File: src/pmd_pkg.sv
package pmd_pkg;

	// ************************************************
	// register map
	// ************************************************
	localparam logic [7:0]  ADDR_ROM_SIZE_LIMIT = 8'hC2;
	localparam logic [7:0]  ADDR_FETCH_STATUS   = 8'hC3;
	localparam logic [7:0]  ADDR_TIMED_ACCESS   = 8'hC7;

	localparam logic [2:0]  LIMIT_RESET         = 3'h5;
	localparam int          LIMIT_LSB           = 0;
	localparam int          LIMIT_W             = 3;
	localparam int          STAT_BUSY_BIT       = 0;
	localparam int          STAT_EXT_BIT        = 1;
	localparam int          STAT_TA_BIT         = 2;

	// ************************************************
	// timed access sequence
	// ************************************************
	localparam logic [7:0]  TA_KEY_FIRST        = 8'hAA;
	localparam logic [7:0]  TA_KEY_SECOND       = 8'h55;
	localparam logic [1:0]  TA_WINDOW_CYC       = 2'h3;

	// ************************************************
	// limit codes and highest internal address
	// ************************************************
	localparam logic [2:0]  LIM_NONE            = 3'h0;
	localparam logic [2:0]  LIM_1K              = 3'h1;
	localparam logic [2:0]  LIM_2K              = 3'h2;
	localparam logic [2:0]  LIM_4K              = 3'h3;
	localparam logic [2:0]  LIM_8K              = 3'h4;
	localparam logic [2:0]  LIM_16K             = 3'h5;
	localparam logic [15:0] TOP_1K              = 16'h03FF;
	localparam logic [15:0] TOP_2K              = 16'h07FF;
	localparam logic [15:0] TOP_4K              = 16'h0FFF;
	localparam logic [15:0] TOP_8K              = 16'h1FFF;
	localparam logic [15:0] TOP_16K             = 16'h3FFF;

	// ************************************************
	// external fetch timing
	// ************************************************
	localparam int          EXT_STROBE_CYC      = 2;

	typedef enum logic [1:0]
	{
		FS_IDLE = 2'b00,
		FS_INT  = 2'b01,
		FS_ALE  = 2'b10,
		FS_STRB = 2'b11
	} pmd_fetch_state_e;

	function automatic logic pmd_is_internal(input logic [15:0] addr, input logic [2:0] code);
		logic [15:0] top;
		logic        any;
		top = TOP_16K;
		any = 1'b1;
		unique case (code)
			LIM_1K:  top = TOP_1K;
			LIM_2K:  top = TOP_2K;
			LIM_4K:  top = TOP_4K;
			LIM_8K:  top = TOP_8K;
			LIM_16K: top = TOP_16K;
			default: any = 1'b0;
		endcase
		return any && (addr <= top);
	endfunction

endpackage

File: src/pmd_fetch_decode.sv
`timescale 1ns/100ps
module pmd_fetch_decode
	import pmd_pkg::*;
#(
	parameter int STROBE_CYC = EXT_STROBE_CYC
)
(
	input  logic        ref_clk_i,
	input  logic        rst_n_i,
	input  logic [7:0]  reg_addr_i,
	input  logic [7:0]  reg_wdata_i,
	input  logic        reg_wr_i,
	input  logic        reg_rd_i,
	output logic [7:0]  reg_rdata_o,
	input  logic        fetch_req_i,
	input  logic [15:0] fetch_addr_i,
	output logic [7:0]  fetch_data_o,
	output logic        fetch_done_o,
	output logic        fetch_ext_o,
	output logic        fetch_busy_o,
	input  logic        force_external_fetch_n_i,
	output logic        rom_rd_o,
	output logic [13:0] rom_addr_o,
	input  logic [7:0]  rom_rdata_i,
	input  logic [7:0]  low_addr_data_port_i,
	output logic [7:0]  low_addr_data_port_o,
	output logic        low_addr_data_port_oe_n_o,
	output logic [7:0]  high_addr_port_o,
	output logic        addr_latch_en_o,
	output logic        program_store_strobe_n_o
);

	// ************************************************
	// elaboration checks
	// ************************************************
	generate
		if (STROBE_CYC < 1 || STROBE_CYC > 15)
		begin : g_bad_strobe
			$error("STROBE_CYC must lie in 1..15");
		end
	endgenerate

	localparam logic [3:0] STRB_LAST = 4'(STROBE_CYC - 1);

	// ************************************************
	// state
	// ************************************************
	pmd_fetch_state_e state_q;
	logic [2:0]       limit_q;
	logic             ta_armed_q;
	logic [1:0]       ta_open_q;
	logic [3:0]       strb_cnt_q;
	logic [15:0]      addr_q;
	logic             take;
	logic             go_int;
	logic             wr_limit;
	logic             wr_ta;
	logic             legal_code;

	assign take       = fetch_req_i && (state_q == FS_IDLE);
	// pin override wins over any limit; only rom sits behind the internal path
	assign go_int     = force_external_fetch_n_i
		&& pmd_is_internal(fetch_addr_i, limit_q);
	assign wr_limit   = reg_wr_i && (reg_addr_i == ADDR_ROM_SIZE_LIMIT);
	assign wr_ta      = reg_wr_i && (reg_addr_i == ADDR_TIMED_ACCESS);
	assign legal_code = reg_wdata_i[LIMIT_LSB +: LIMIT_W] <= LIM_16K;

	// ************************************************
	// timed access window
	// ************************************************
	always_ff @(posedge ref_clk_i)
	begin
		if (!rst_n_i)
		begin
			ta_armed_q <= 1'b0;
			ta_open_q  <= 2'h0;
		end
		else if (wr_ta)
		begin
			ta_armed_q <= (reg_wdata_i == TA_KEY_FIRST);
			if (ta_armed_q && reg_wdata_i == TA_KEY_SECOND)
				ta_open_q <= TA_WINDOW_CYC;
			else
				ta_open_q <= 2'h0;
		end
		else
		begin
			ta_armed_q <= 1'b0;
			// a protected write spends the window
			if (wr_limit)
				ta_open_q <= 2'h0;
			else if (ta_open_q != 2'h0)
				ta_open_q <= ta_open_q - 2'h1;
		end
	end

	// ************************************************
	// rom size limit
	// ************************************************
	// reserved codes are dropped so the decode never sees them
	always_ff @(posedge ref_clk_i)
	begin
		if (!rst_n_i)
			limit_q <= LIMIT_RESET;
		else if (wr_limit && ta_open_q != 2'h0 && legal_code)
			limit_q <= reg_wdata_i[LIMIT_LSB +: LIMIT_W];
	end

	// ************************************************
	// register reads
	// ************************************************
	always_ff @(posedge ref_clk_i)
	begin
		if (!rst_n_i)
			reg_rdata_o <= 8'h00;
		else if (reg_rd_i)
		begin
			reg_rdata_o <= 8'h00;
			unique case (reg_addr_i)
				ADDR_ROM_SIZE_LIMIT: reg_rdata_o[LIMIT_LSB +: LIMIT_W] <= limit_q;
				ADDR_FETCH_STATUS:
				begin
					reg_rdata_o[STAT_BUSY_BIT] <= fetch_busy_o;
					reg_rdata_o[STAT_EXT_BIT]  <= fetch_ext_o;
					reg_rdata_o[STAT_TA_BIT]   <= (ta_open_q != 2'h0);
				end
				default: reg_rdata_o <= 8'h00;
			endcase
		end
	end

	// ************************************************
	// fetch sequencer
	// ************************************************
	always_ff @(posedge ref_clk_i)
	begin
		if (!rst_n_i)
		begin
			state_q    <= FS_IDLE;
			strb_cnt_q <= 4'h0;
			addr_q     <= 16'h0000;
		end
		else
		begin
			unique case (state_q)
				FS_IDLE:
					if (take)
					begin
						addr_q  <= fetch_addr_i;
						state_q <= go_int ? FS_INT : FS_ALE;
					end
				FS_INT:
					state_q <= FS_IDLE;
				FS_ALE:
				begin
					strb_cnt_q <= 4'h0;
					state_q    <= FS_STRB;
				end
				FS_STRB:
					if (strb_cnt_q == STRB_LAST)
						state_q <= FS_IDLE;
					else
						strb_cnt_q <= strb_cnt_q + 4'h1;
			endcase
		end
	end

	// ************************************************
	// internal rom port
	// ************************************************
	always_ff @(posedge ref_clk_i)
	begin
		if (!rst_n_i)
		begin
			rom_rd_o   <= 1'b0;
			rom_addr_o <= 14'h0000;
		end
		else
		begin
			rom_rd_o <= take && go_int;
			if (take && go_int)
				rom_addr_o <= fetch_addr_i[13:0];
		end
	end

	// ************************************************
	// external bus pins
	// ************************************************
	always_ff @(posedge ref_clk_i)
	begin
		if (!rst_n_i)
		begin
			low_addr_data_port_o      <= 8'h00;
			low_addr_data_port_oe_n_o <= 1'b1;
			high_addr_port_o          <= 8'h00;
			addr_latch_en_o           <= 1'b0;
			program_store_strobe_n_o  <= 1'b1;
		end
		else
		begin
			if (take && !go_int)
			begin
				low_addr_data_port_o      <= fetch_addr_i[7:0];
				low_addr_data_port_oe_n_o <= 1'b0;
				high_addr_port_o          <= fetch_addr_i[15:8];
				addr_latch_en_o           <= 1'b1;
			end
			else if (state_q == FS_ALE)
			begin
				// release the low port so the memory can drive data
				low_addr_data_port_oe_n_o <= 1'b1;
				addr_latch_en_o           <= 1'b0;
				program_store_strobe_n_o  <= 1'b0;
			end
			else if (state_q == FS_STRB && strb_cnt_q == STRB_LAST)
				program_store_strobe_n_o <= 1'b1;
		end
	end

	// ************************************************
	// fetch answer
	// ************************************************
	always_ff @(posedge ref_clk_i)
	begin
		if (!rst_n_i)
		begin
			fetch_data_o <= 8'h00;
			fetch_done_o <= 1'b0;
			fetch_ext_o  <= 1'b0;
			fetch_busy_o <= 1'b0;
		end
		else
		begin
			fetch_done_o <= 1'b0;
			if (take)
			begin
				fetch_busy_o <= 1'b1;
				fetch_ext_o  <= !go_int;
			end
			else if (state_q == FS_INT)
			begin
				fetch_data_o <= rom_rdata_i;
				fetch_done_o <= 1'b1;
				fetch_busy_o <= 1'b0;
			end
			else if (state_q == FS_STRB && strb_cnt_q == STRB_LAST)
			begin
				// data sampled on the last strobe cycle, before it rises
				fetch_data_o <= low_addr_data_port_i;
				fetch_done_o <= 1'b1;
				fetch_busy_o <= 1'b0;
			end
		end
	end

	// ************************************************
	// assertions
	// ************************************************
	property p_int_fetch;
		@(posedge ref_clk_i) disable iff (!rst_n_i)
		take && go_int |-> ##1 rom_rd_o && !addr_latch_en_o ##1 fetch_done_o && !fetch_ext_o;
	endproperty
	a_int_fetch: assert property (p_int_fetch) else $error("internal fetch path wrong");

	property p_above_limit;
		@(posedge ref_clk_i) disable iff (!rst_n_i)
		take && force_external_fetch_n_i && !pmd_is_internal(fetch_addr_i, limit_q)
		|-> ##1 addr_latch_en_o && !rom_rd_o ##1 !program_store_strobe_n_o;
	endproperty
	a_above_limit: assert property (p_above_limit) else $error("high fetch not external");

	property p_map_4k;
		@(posedge ref_clk_i) disable iff (!rst_n_i)
		take && force_external_fetch_n_i && limit_q == LIM_4K
		|-> ##1 (rom_rd_o == (addr_q <= TOP_4K));
	endproperty
	a_map_4k: assert property (p_map_4k) else $error("4k limit decode wrong");

	property p_reset_limit;
		@(posedge ref_clk_i) disable iff (!rst_n_i)
		$rose(rst_n_i) |-> limit_q == LIMIT_RESET;
	endproperty
	a_reset_limit: assert property (p_reset_limit) else $error("limit not full after reset");

	property p_unprotected;
		@(posedge ref_clk_i) disable iff (!rst_n_i)
		wr_limit && ta_open_q == 2'h0 |=> $stable(limit_q);
	endproperty
	a_unprotected: assert property (p_unprotected) else $error("unprotected write took effect");

	property p_immediate;
		@(posedge ref_clk_i) disable iff (!rst_n_i)
		wr_limit && ta_open_q != 2'h0 && legal_code
		|=> limit_q == $past(reg_wdata_i[LIMIT_LSB +: LIMIT_W]);
	endproperty
	a_immediate: assert property (p_immediate) else $error("limit write not applied");

	property p_addr_pins;
		@(posedge ref_clk_i) disable iff (!rst_n_i)
		addr_latch_en_o |-> !low_addr_data_port_oe_n_o
		&& {high_addr_port_o, low_addr_data_port_o} == addr_q;
	endproperty
	a_addr_pins: assert property (p_addr_pins) else $error("address pins wrong");

	property p_force_ext;
		@(posedge ref_clk_i) disable iff (!rst_n_i)
		take && !force_external_fetch_n_i |-> ##1 addr_latch_en_o && fetch_ext_o && !rom_rd_o;
	endproperty
	a_force_ext: assert property (p_force_ext) else $error("override pin ignored");

	property p_strobe;
		@(posedge ref_clk_i) disable iff (!rst_n_i)
		!program_store_strobe_n_o |-> low_addr_data_port_oe_n_o && fetch_ext_o
		&& !addr_latch_en_o;
	endproperty
	a_strobe: assert property (p_strobe) else $error("strobe low with port driven");

	property p_strobe_end;
		@(posedge ref_clk_i) disable iff (!rst_n_i)
		$rose(program_store_strobe_n_o) |-> fetch_done_o && fetch_ext_o;
	endproperty
	a_strobe_end: assert property (p_strobe_end) else $error("strobe end without answer");

	property p_zero_code;
		@(posedge ref_clk_i) disable iff (!rst_n_i)
		take && limit_q == LIM_NONE |-> ##1 !rom_rd_o && addr_latch_en_o;
	endproperty
	a_zero_code: assert property (p_zero_code) else $error("code zero fetched inside");

	c_int: cover property (@(posedge ref_clk_i) disable iff (!rst_n_i) take && go_int);
	c_ext: cover property (@(posedge ref_clk_i) disable iff (!rst_n_i)
		$rose(program_store_strobe_n_o));
	c_ta: cover property (@(posedge ref_clk_i) disable iff (!rst_n_i)
		wr_limit && ta_open_q != 2'h0);
	c_force: cover property (@(posedge ref_clk_i) disable iff (!rst_n_i)
		take && !force_external_fetch_n_i);

endmodule

File: config.mk
export PLATFORM = sky130hd
export DESIGN_NAME = pmd_fetch_decode
export DESIGN_NICKNAME = d
export VERILOG_FILES = /design/src/pmd_pkg.sv /design/src/pmd_fetch_decode.sv
export SDC_FILE = /design/constraint.sdc
export NUM_CORES = 1
export LEC_CHECK = 0
export BUFFER_PORTS_ARGS = -buffer_cell sky130_fd_sc_hd__buf_2
export CAP_MARGIN = 15
export CORE_MARGIN = 3
export CORE_UTILIZATION = 50
export CTS_CLUSTER_DIAMETER = 40
export DETAILED_ROUTE_END_ITERATION = 8
export MAX_ROUTING_LAYER = met4
export PLACE_DENSITY = 0.91
export SLEW_MARGIN = 20
export SYNTH_ARGS = -nofsm -noshare
export SYNTH_HDL_FRONTEND = slang
export SYNTH_SLANG_ARGS = --single-unit
File: constraint.sdc
create_clock -name ref_clk_i -period 2.6 [get_ports ref_clk_i]
set_clock_uncertainty 0.1 [all_clocks]
set_input_delay 0.26 -clock ref_clk_i [delete_from_list [all_inputs] [get_ports ref_clk_i]]
set_output_delay 0.26 -clock ref_clk_i [all_outputs]
set_load 0.03 [all_outputs]
### After elaboration in Yosys (flattened, before gate mapping)

Index checks and enable logic that the tools add are counted.
W data, S select, Z words.

* flip-flop bits (word level): 60
* bits of input ports: 54
* logic and storage cells: 94

* $add $sub $neg: 2
* $lt $le $gt $ge: 2
* equality and inequality tests: 17
* muxes and demuxes: 26
* bitwise gates (word level): 3
* reduce and logical (&&, ||, !) cells: 27

Operator list (number)
* $pmux W14 S4: 1
* $eq A8 B8 Y1 const B: 4
* $le A16 B16 Y1: 1
* $mux W8: 2
* $mux W2: 7
* $mux W1: 12
* $logic_and A1 B1 Y1: 11
* $reduce_and A2 Y1: 5
* $reduce_bool A2 Y1: 5
* $eq A8 B7 Y1 const B: 1
* $pmux W2 S4: 1
* $pmux W4 S2: 1
* $eq A3 B2 Y1 const B: 2
* $eq A3 B3 Y1 const B: 2
* $ne A2 B2 Y1 const B: 3
* $pmux W3 S2: 1
* $reduce_bool A3 Y1: 2
* $reduce_or A5 Y1: 1
* $add A4 B1 Y4 const B: 1
* $eq A2 B2 Y1 const B: 2
* $eq A4 B1 Y1 const B: 1
* $mux W4: 1
* $eq A3 B1 Y1 const B: 1
* $le A3 B3 Y1 const B: 1
* 6 further kinds: 8

### Longest topological paths before layout

* word-level depth: 9
* mapped depth: 9
* gate-level depth less buffers: 7

### Worst setup path before layout

Ideal clock, no wire load.

* path kind: register -> register
* start: reg limit_q[1]
* end: reg rom_addr_o[0]
* library setup time: 0.120 ns
* data arrival time: 2.101 ns
* path slack: 0.280 ns
* cell stages (with the launch flop): 10
* buffers on the path: 2
* period minus slack after synthesis: 2.320 ns
* cells stage by stage: dfxtp_1 > nor2_1 > xnor2_1 > ha_1 > a2111oi_0 > o21a_1 > buf_4 > o211ai_4 > buf_6 > mux2i_1

* longest elaborated chain between the ends: 6
* elaborated cells between the ends (all ways): 12
* those cells by class: 1 x order compare; 5 x eq/ne; 2 x mux; 4 x reduce/logical

RTL lines
* from (decl): RTL line pmd_fetch_decode.sv:49 `logic [2:0] limit_q;`
* from (signal assigned): RTL line pmd_fetch_decode.sv:106 `limit_q <= reg_wdata_i[LIMIT_LSB +: LIMIT_W];`
* $eq A3 B3 Y1, or another cell as far along: RTL line pmd_pkg.sv:57 `unique case (code)`
* $pmux W14 S4 / $reduce_or A5 Y1 (equally long branches)
* $le A16 B16 Y1 / $mux W1 (equally long branches): RTL line pmd_pkg.sv:65, pmd_pkg.sv:57
* $logic_and A1 B1 Y1 (*): RTL line pmd_pkg.sv:65 `return any && (addr <= top);`
* $logic_and A1 B1 Y1 (*): RTL line pmd_fetch_decode.sv:63 `&& pmd_is_internal(fetch_addr_i, limit_q);`
* $logic_and A1 B1 Y1 (*): RTL line pmd_fetch_decode.sv:181 `if (take && go_int)`
* to (signal assigned): RTL line pmd_fetch_decode.sv:182 `rom_addr_o <= fetch_addr_i[13:0];`
* to (decl): RTL line pmd_fetch_decode.sv:23 `output logic [13:0] rom_addr_o,`

Mark *: on every way between the ends. The rest lies on a longest branch, timed or not.
A chain may end at the register's enable or synchronous reset.

### Worst setup path in the final report

* start: reg limit_q[2]
* end: reg fetch_ext_o

* longest elaborated chain between the ends: 6
* elaborated cells between the ends (all ways): 12
* those cells by class: 1 x order compare; 5 x eq/ne; 2 x mux; 4 x reduce/logical

RTL lines
* $eq A3 B3 Y1, or another cell as far along: RTL line pmd_pkg.sv:57
* $pmux W14 S4 / $reduce_or A5 Y1 (equally long branches)
* $le A16 B16 Y1 / $mux W1 (equally long branches): RTL line pmd_pkg.sv:65, pmd_pkg.sv:57
* $logic_and A1 B1 Y1 (*): RTL line pmd_pkg.sv:65
* $logic_and A1 B1 Y1 (*): RTL line pmd_fetch_decode.sv:63
* $logic_not A1 Y1 (*): RTL line pmd_fetch_decode.sv:238 `fetch_ext_o <= !go_int;`
* to (signal assigned): RTL line pmd_fetch_decode.sv:238
* to (decl): RTL line pmd_fetch_decode.sv:19 `output logic fetch_ext_o,`

Marked as above.

==> summary.md <==
| Metric | Value |
|---|---|
| Logic gate share of total power | 0.214 |
| Vias in the first global route | 3057 |
| Mean area per synthesized cell | 8.61 µm² |
| Row Count | 28 |
| Initial antenna violation count | 0 |
| Clock root cell | clkbuf_8 |
| Net Sw Power | 0.771 mW |
| Data required time of the worst path | 2.69 ns |
| Sink Count | 60 |
| Die Wd | 84.7 µm |
| Hold Vio Cnt, Final | 0 |
| Total number of yosys warnings | 0 |
| Delay-heaviest family, CP | simple AND/OR/NAND/NOR gates |
| Worst Hold Class | in2reg |
| Layout area overhead | 24.7% |
| Leak | 1.78 nW |
| Crit path kind | reg2reg |
| Critical Path Max Stage Delay | 0.60 ns |
| Max clock buf depth | 2 |
| Port Buffer Count | 101 |
| DR vias/cell | 6.06 |
| Post-DP HPWL | 6310 µm |
| Clk pin slew, worst setup/hold paths | 0.06 ns |
| Initial core utilization | 0.520 |
| Post-CTS Setup Bufs | 0 |
| Core Area | 5960 µm² |
| Sum Neg Setup Slack | 0 ns |
| Drt first pass iters | 6 |
| GP Congestion | 0.942 |
| CP startpoint kind | flip-flop |
| Flop pwr share | 0.415 |
| Post-route ant nets | 0 |
| Most Frequent Cell on Critical Path | a21oi_1 |
| Synth async-reset ratio | 0 |
| Non-Filler Instances | 535 |
| Post-CTS Hold Fix Bufs | 0 |
| Multi-input logic area | 1730 µm² |
| Placed cell count | 519 |
| FILL cells | 463 |
| Internal power | 1.74 mW |
| CTS tree | built |
| H-tree Lvls | 3 |
| IO Pins | 107 |
| Layout Nets | 516 |
| First-pass GRT wire length | 14400 µm |
| Antenna cells | 0 |
| Slowest-stage cell, CP | or4_1 |
| Tcrit/Tclk final | 0.940 |
| Cell Area, Synth | 3100 µm² |
| Max Cap Viol | 0 |
| R2R setup slack | 0.16 ns |
| GR Overflow Total | 0 |
| CP max FO | 8 |
| Nature of the critical path endpoint | flip-flop |
| Final instance area | 3860 µm² |
| CP cell instances | xnor2_1 > ha_1 > nand4bb_1 > or4_1 > a21oi_1 > a21oi_1 |
| WP data arrival | 2.54 ns |
| Top_reg_cell synth | dfxtp_1 |
| Switch share | 0.307 |
| Crit path buffers/inverters | 0 |
| Final setup vio count | 0 |
| Least-Margin Pin Slew | 0.711 ns |
| CTS Buf Count | 9 |
| Die Span Y | 84.7 µm |
| Post-CTS sizing | 0 |
| EDFF count, synth | 0 |
| Gr usage total | 0.256 |
| VDD IR max | 0.322 mV |
| Unrepaired setup endpoints after global routing | false |
| Drt initial violations | 237 |
| Clock Power Share | 0.371 |
| Largest net degree at the start of global routing | 33 |
| Fin Hold WS | 0.0973 ns |
| Total Wirelength | 8910 µm |
| Power Density | 651 nW/µm² |
| FF/Latch Area | 1200 µm² |
| Post-Syn Instances | 360 |
| Max_slew headroom | 0.526 |
| Placement Cell Area | 3640 µm² |
| Sequential area share after synthesis | 0.388 |
| Wire per inst | 16.7 µm |
| Max-slew violation count | 0 |
| Share of post-route cells with drive strength above 1 | 0.307 |
| Via count | 3242 |
| Tmin final | 2.44 ns |
| DIE AREA | 7180 µm² |
| Drt drc | 0 |
| Number of synthesized register bits | 60 |
| Max Freq | 409 MHz |
| Synth cell types | 56 |
| Status | finished clean |
| Clock latency on the worst-skew pair | 0.34 ns |
-- cell type report --
cell class | instances | area share
repair buffers | 113 | 0.154
well taps | 75 | 0.0243
flip-flops and latches | 60 | 0.311
multi-input cells | 265 | 0.449
clock inverters | 5 | 0.0194
clock buffers | 11 | 0.0366
inverters | 6 | 0.00583
-- layer usage --
metal	share of wire	GRT usage
met1	0.40	0.303
met2	0.49	0.415
met3	0.066	0.0461
met4	0.043	0.129
met5	0	-
-- sequential cells by signal, indices dropped and copies added, names as in the netlist, 2 cells and up --
signal and count:
reg_rdata_o 3, low_addr_data_port_o 8, ta_open_q 2, strb_cnt_q 4, limit_q 3, fetch_data_o 8, state_q 2, high_addr_port_o 8
rom_addr_o 14
-- synth_stat cells (all sizes together) (2+ instances only) --
master,n,area (µm²)
xnor2,2,17.5
o21ai,9,45.0
nor2,34,130
a21boi,2,15.0
o211ai,2,28.8
nand3,47,235
ha,7,87.6
nand2,37,139
o2bb2ai,2,17.5
nor3b,4,35.0
or3b,2,17.5
o21a,2,15.0
nor3,5,25.0
xor2,2,17.5
o2111ai,17,149
buf,15,93.8
nand2b,4,25.0
and4,2,17.5
dfxtp,60,1200
nand4,3,18.8
a32oi,14,123
mux2,3,33.8
a211oi,8,60.1
clkbuf,18,67.6
nor4b,2,17.5
a21oi,8,43.8
o311a,2,20.0
mux2i,22,220
inv,5,18.8
nor2b,2,12.5
-- kinds of logic after synthesis --
logic type      Yosys count  share of synthesized area
compound gates           72                      0.183
xor+xnor                  4                     0.0113
fa+ha+maj                 7                     0.0283
buf+inv                  39                     0.0594
flops                    60                      0.388
mux                      25                     0.0820
other cells               1                    0.00121
simple gates            152                      0.248
-- path summary, 6_finish.rpt --
| kind | from | end | cells past startpoint |
|---|---|---|---|
| worst min-delay path | reg_wdata_i[0] | limit_q[0] | 3 |
| worst max register to register | limit_q[2] | fetch_ext_o | 6 |
| worst min register to register | rom_addr_o[2] | rom_addr_o[2] | 2 |
| worst max-delay path | limit_q[2] | fetch_ext_o | 6 |
-- tightest hold or removal path, cell delays in order --
cell and delay (ns):
buf_2 0.10, nand3_1 0.07, nand3_1 0.08
-- placed cells by master, fill, tap and decap left out, types with 3 or more instances in the layout --
cell / n
nor2_1: 33
nand2_1: 37
o2111ai_1: 17
buf_2: 101
conb_1: 5
mux2i_1: 22
a211oi_1: 8
mux2_2: 3
nand2b_1: 4
clkbuf_8: 10
buf_4: 12
ha_1: 7
a32oi_1: 14
inv_1: 5
dfxtp_1: 60
nand3_1: 47
a21oi_1: 7
nor3_1: 5
nor3b_1: 3
nand4_1: 3
clkinv_2: 3
o21ai_0: 7
-- per-stage QoR --
stage / power [mW] / worst slack, ns / util
final: 2.51 / 0.155 / 0.649
after global routing: 2.62 / 0.0311 / 0.649
after CTS: 2.51 / 0.199 / 0.648
after detailed placement: 1.59 / 0.218 / 0.611
after global placement: 1.56 / 0.285 / 0.611
after floorplan: 1.43 / 0.280 / -
-- power groups by stage --
| stage | clock, mW | combinational (mW) | sequential, mW |
|---|---|---|---|
| 2_1_floorplan | 0 | 0.277 | 1.15 |
| 3_3_place_gp | 0 | 0.505 | 1.06 |
| 3_5_place_dp | 0 | 0.527 | 1.06 |
| 4_1_cts | 0.933 | 0.533 | 1.04 |
| 5_1_grt | 0.977 | 0.589 | 1.05 |
| 6_report | 0.932 | 0.538 | 1.04 |
Note: power is estimated with default switching activity, not from simulation.
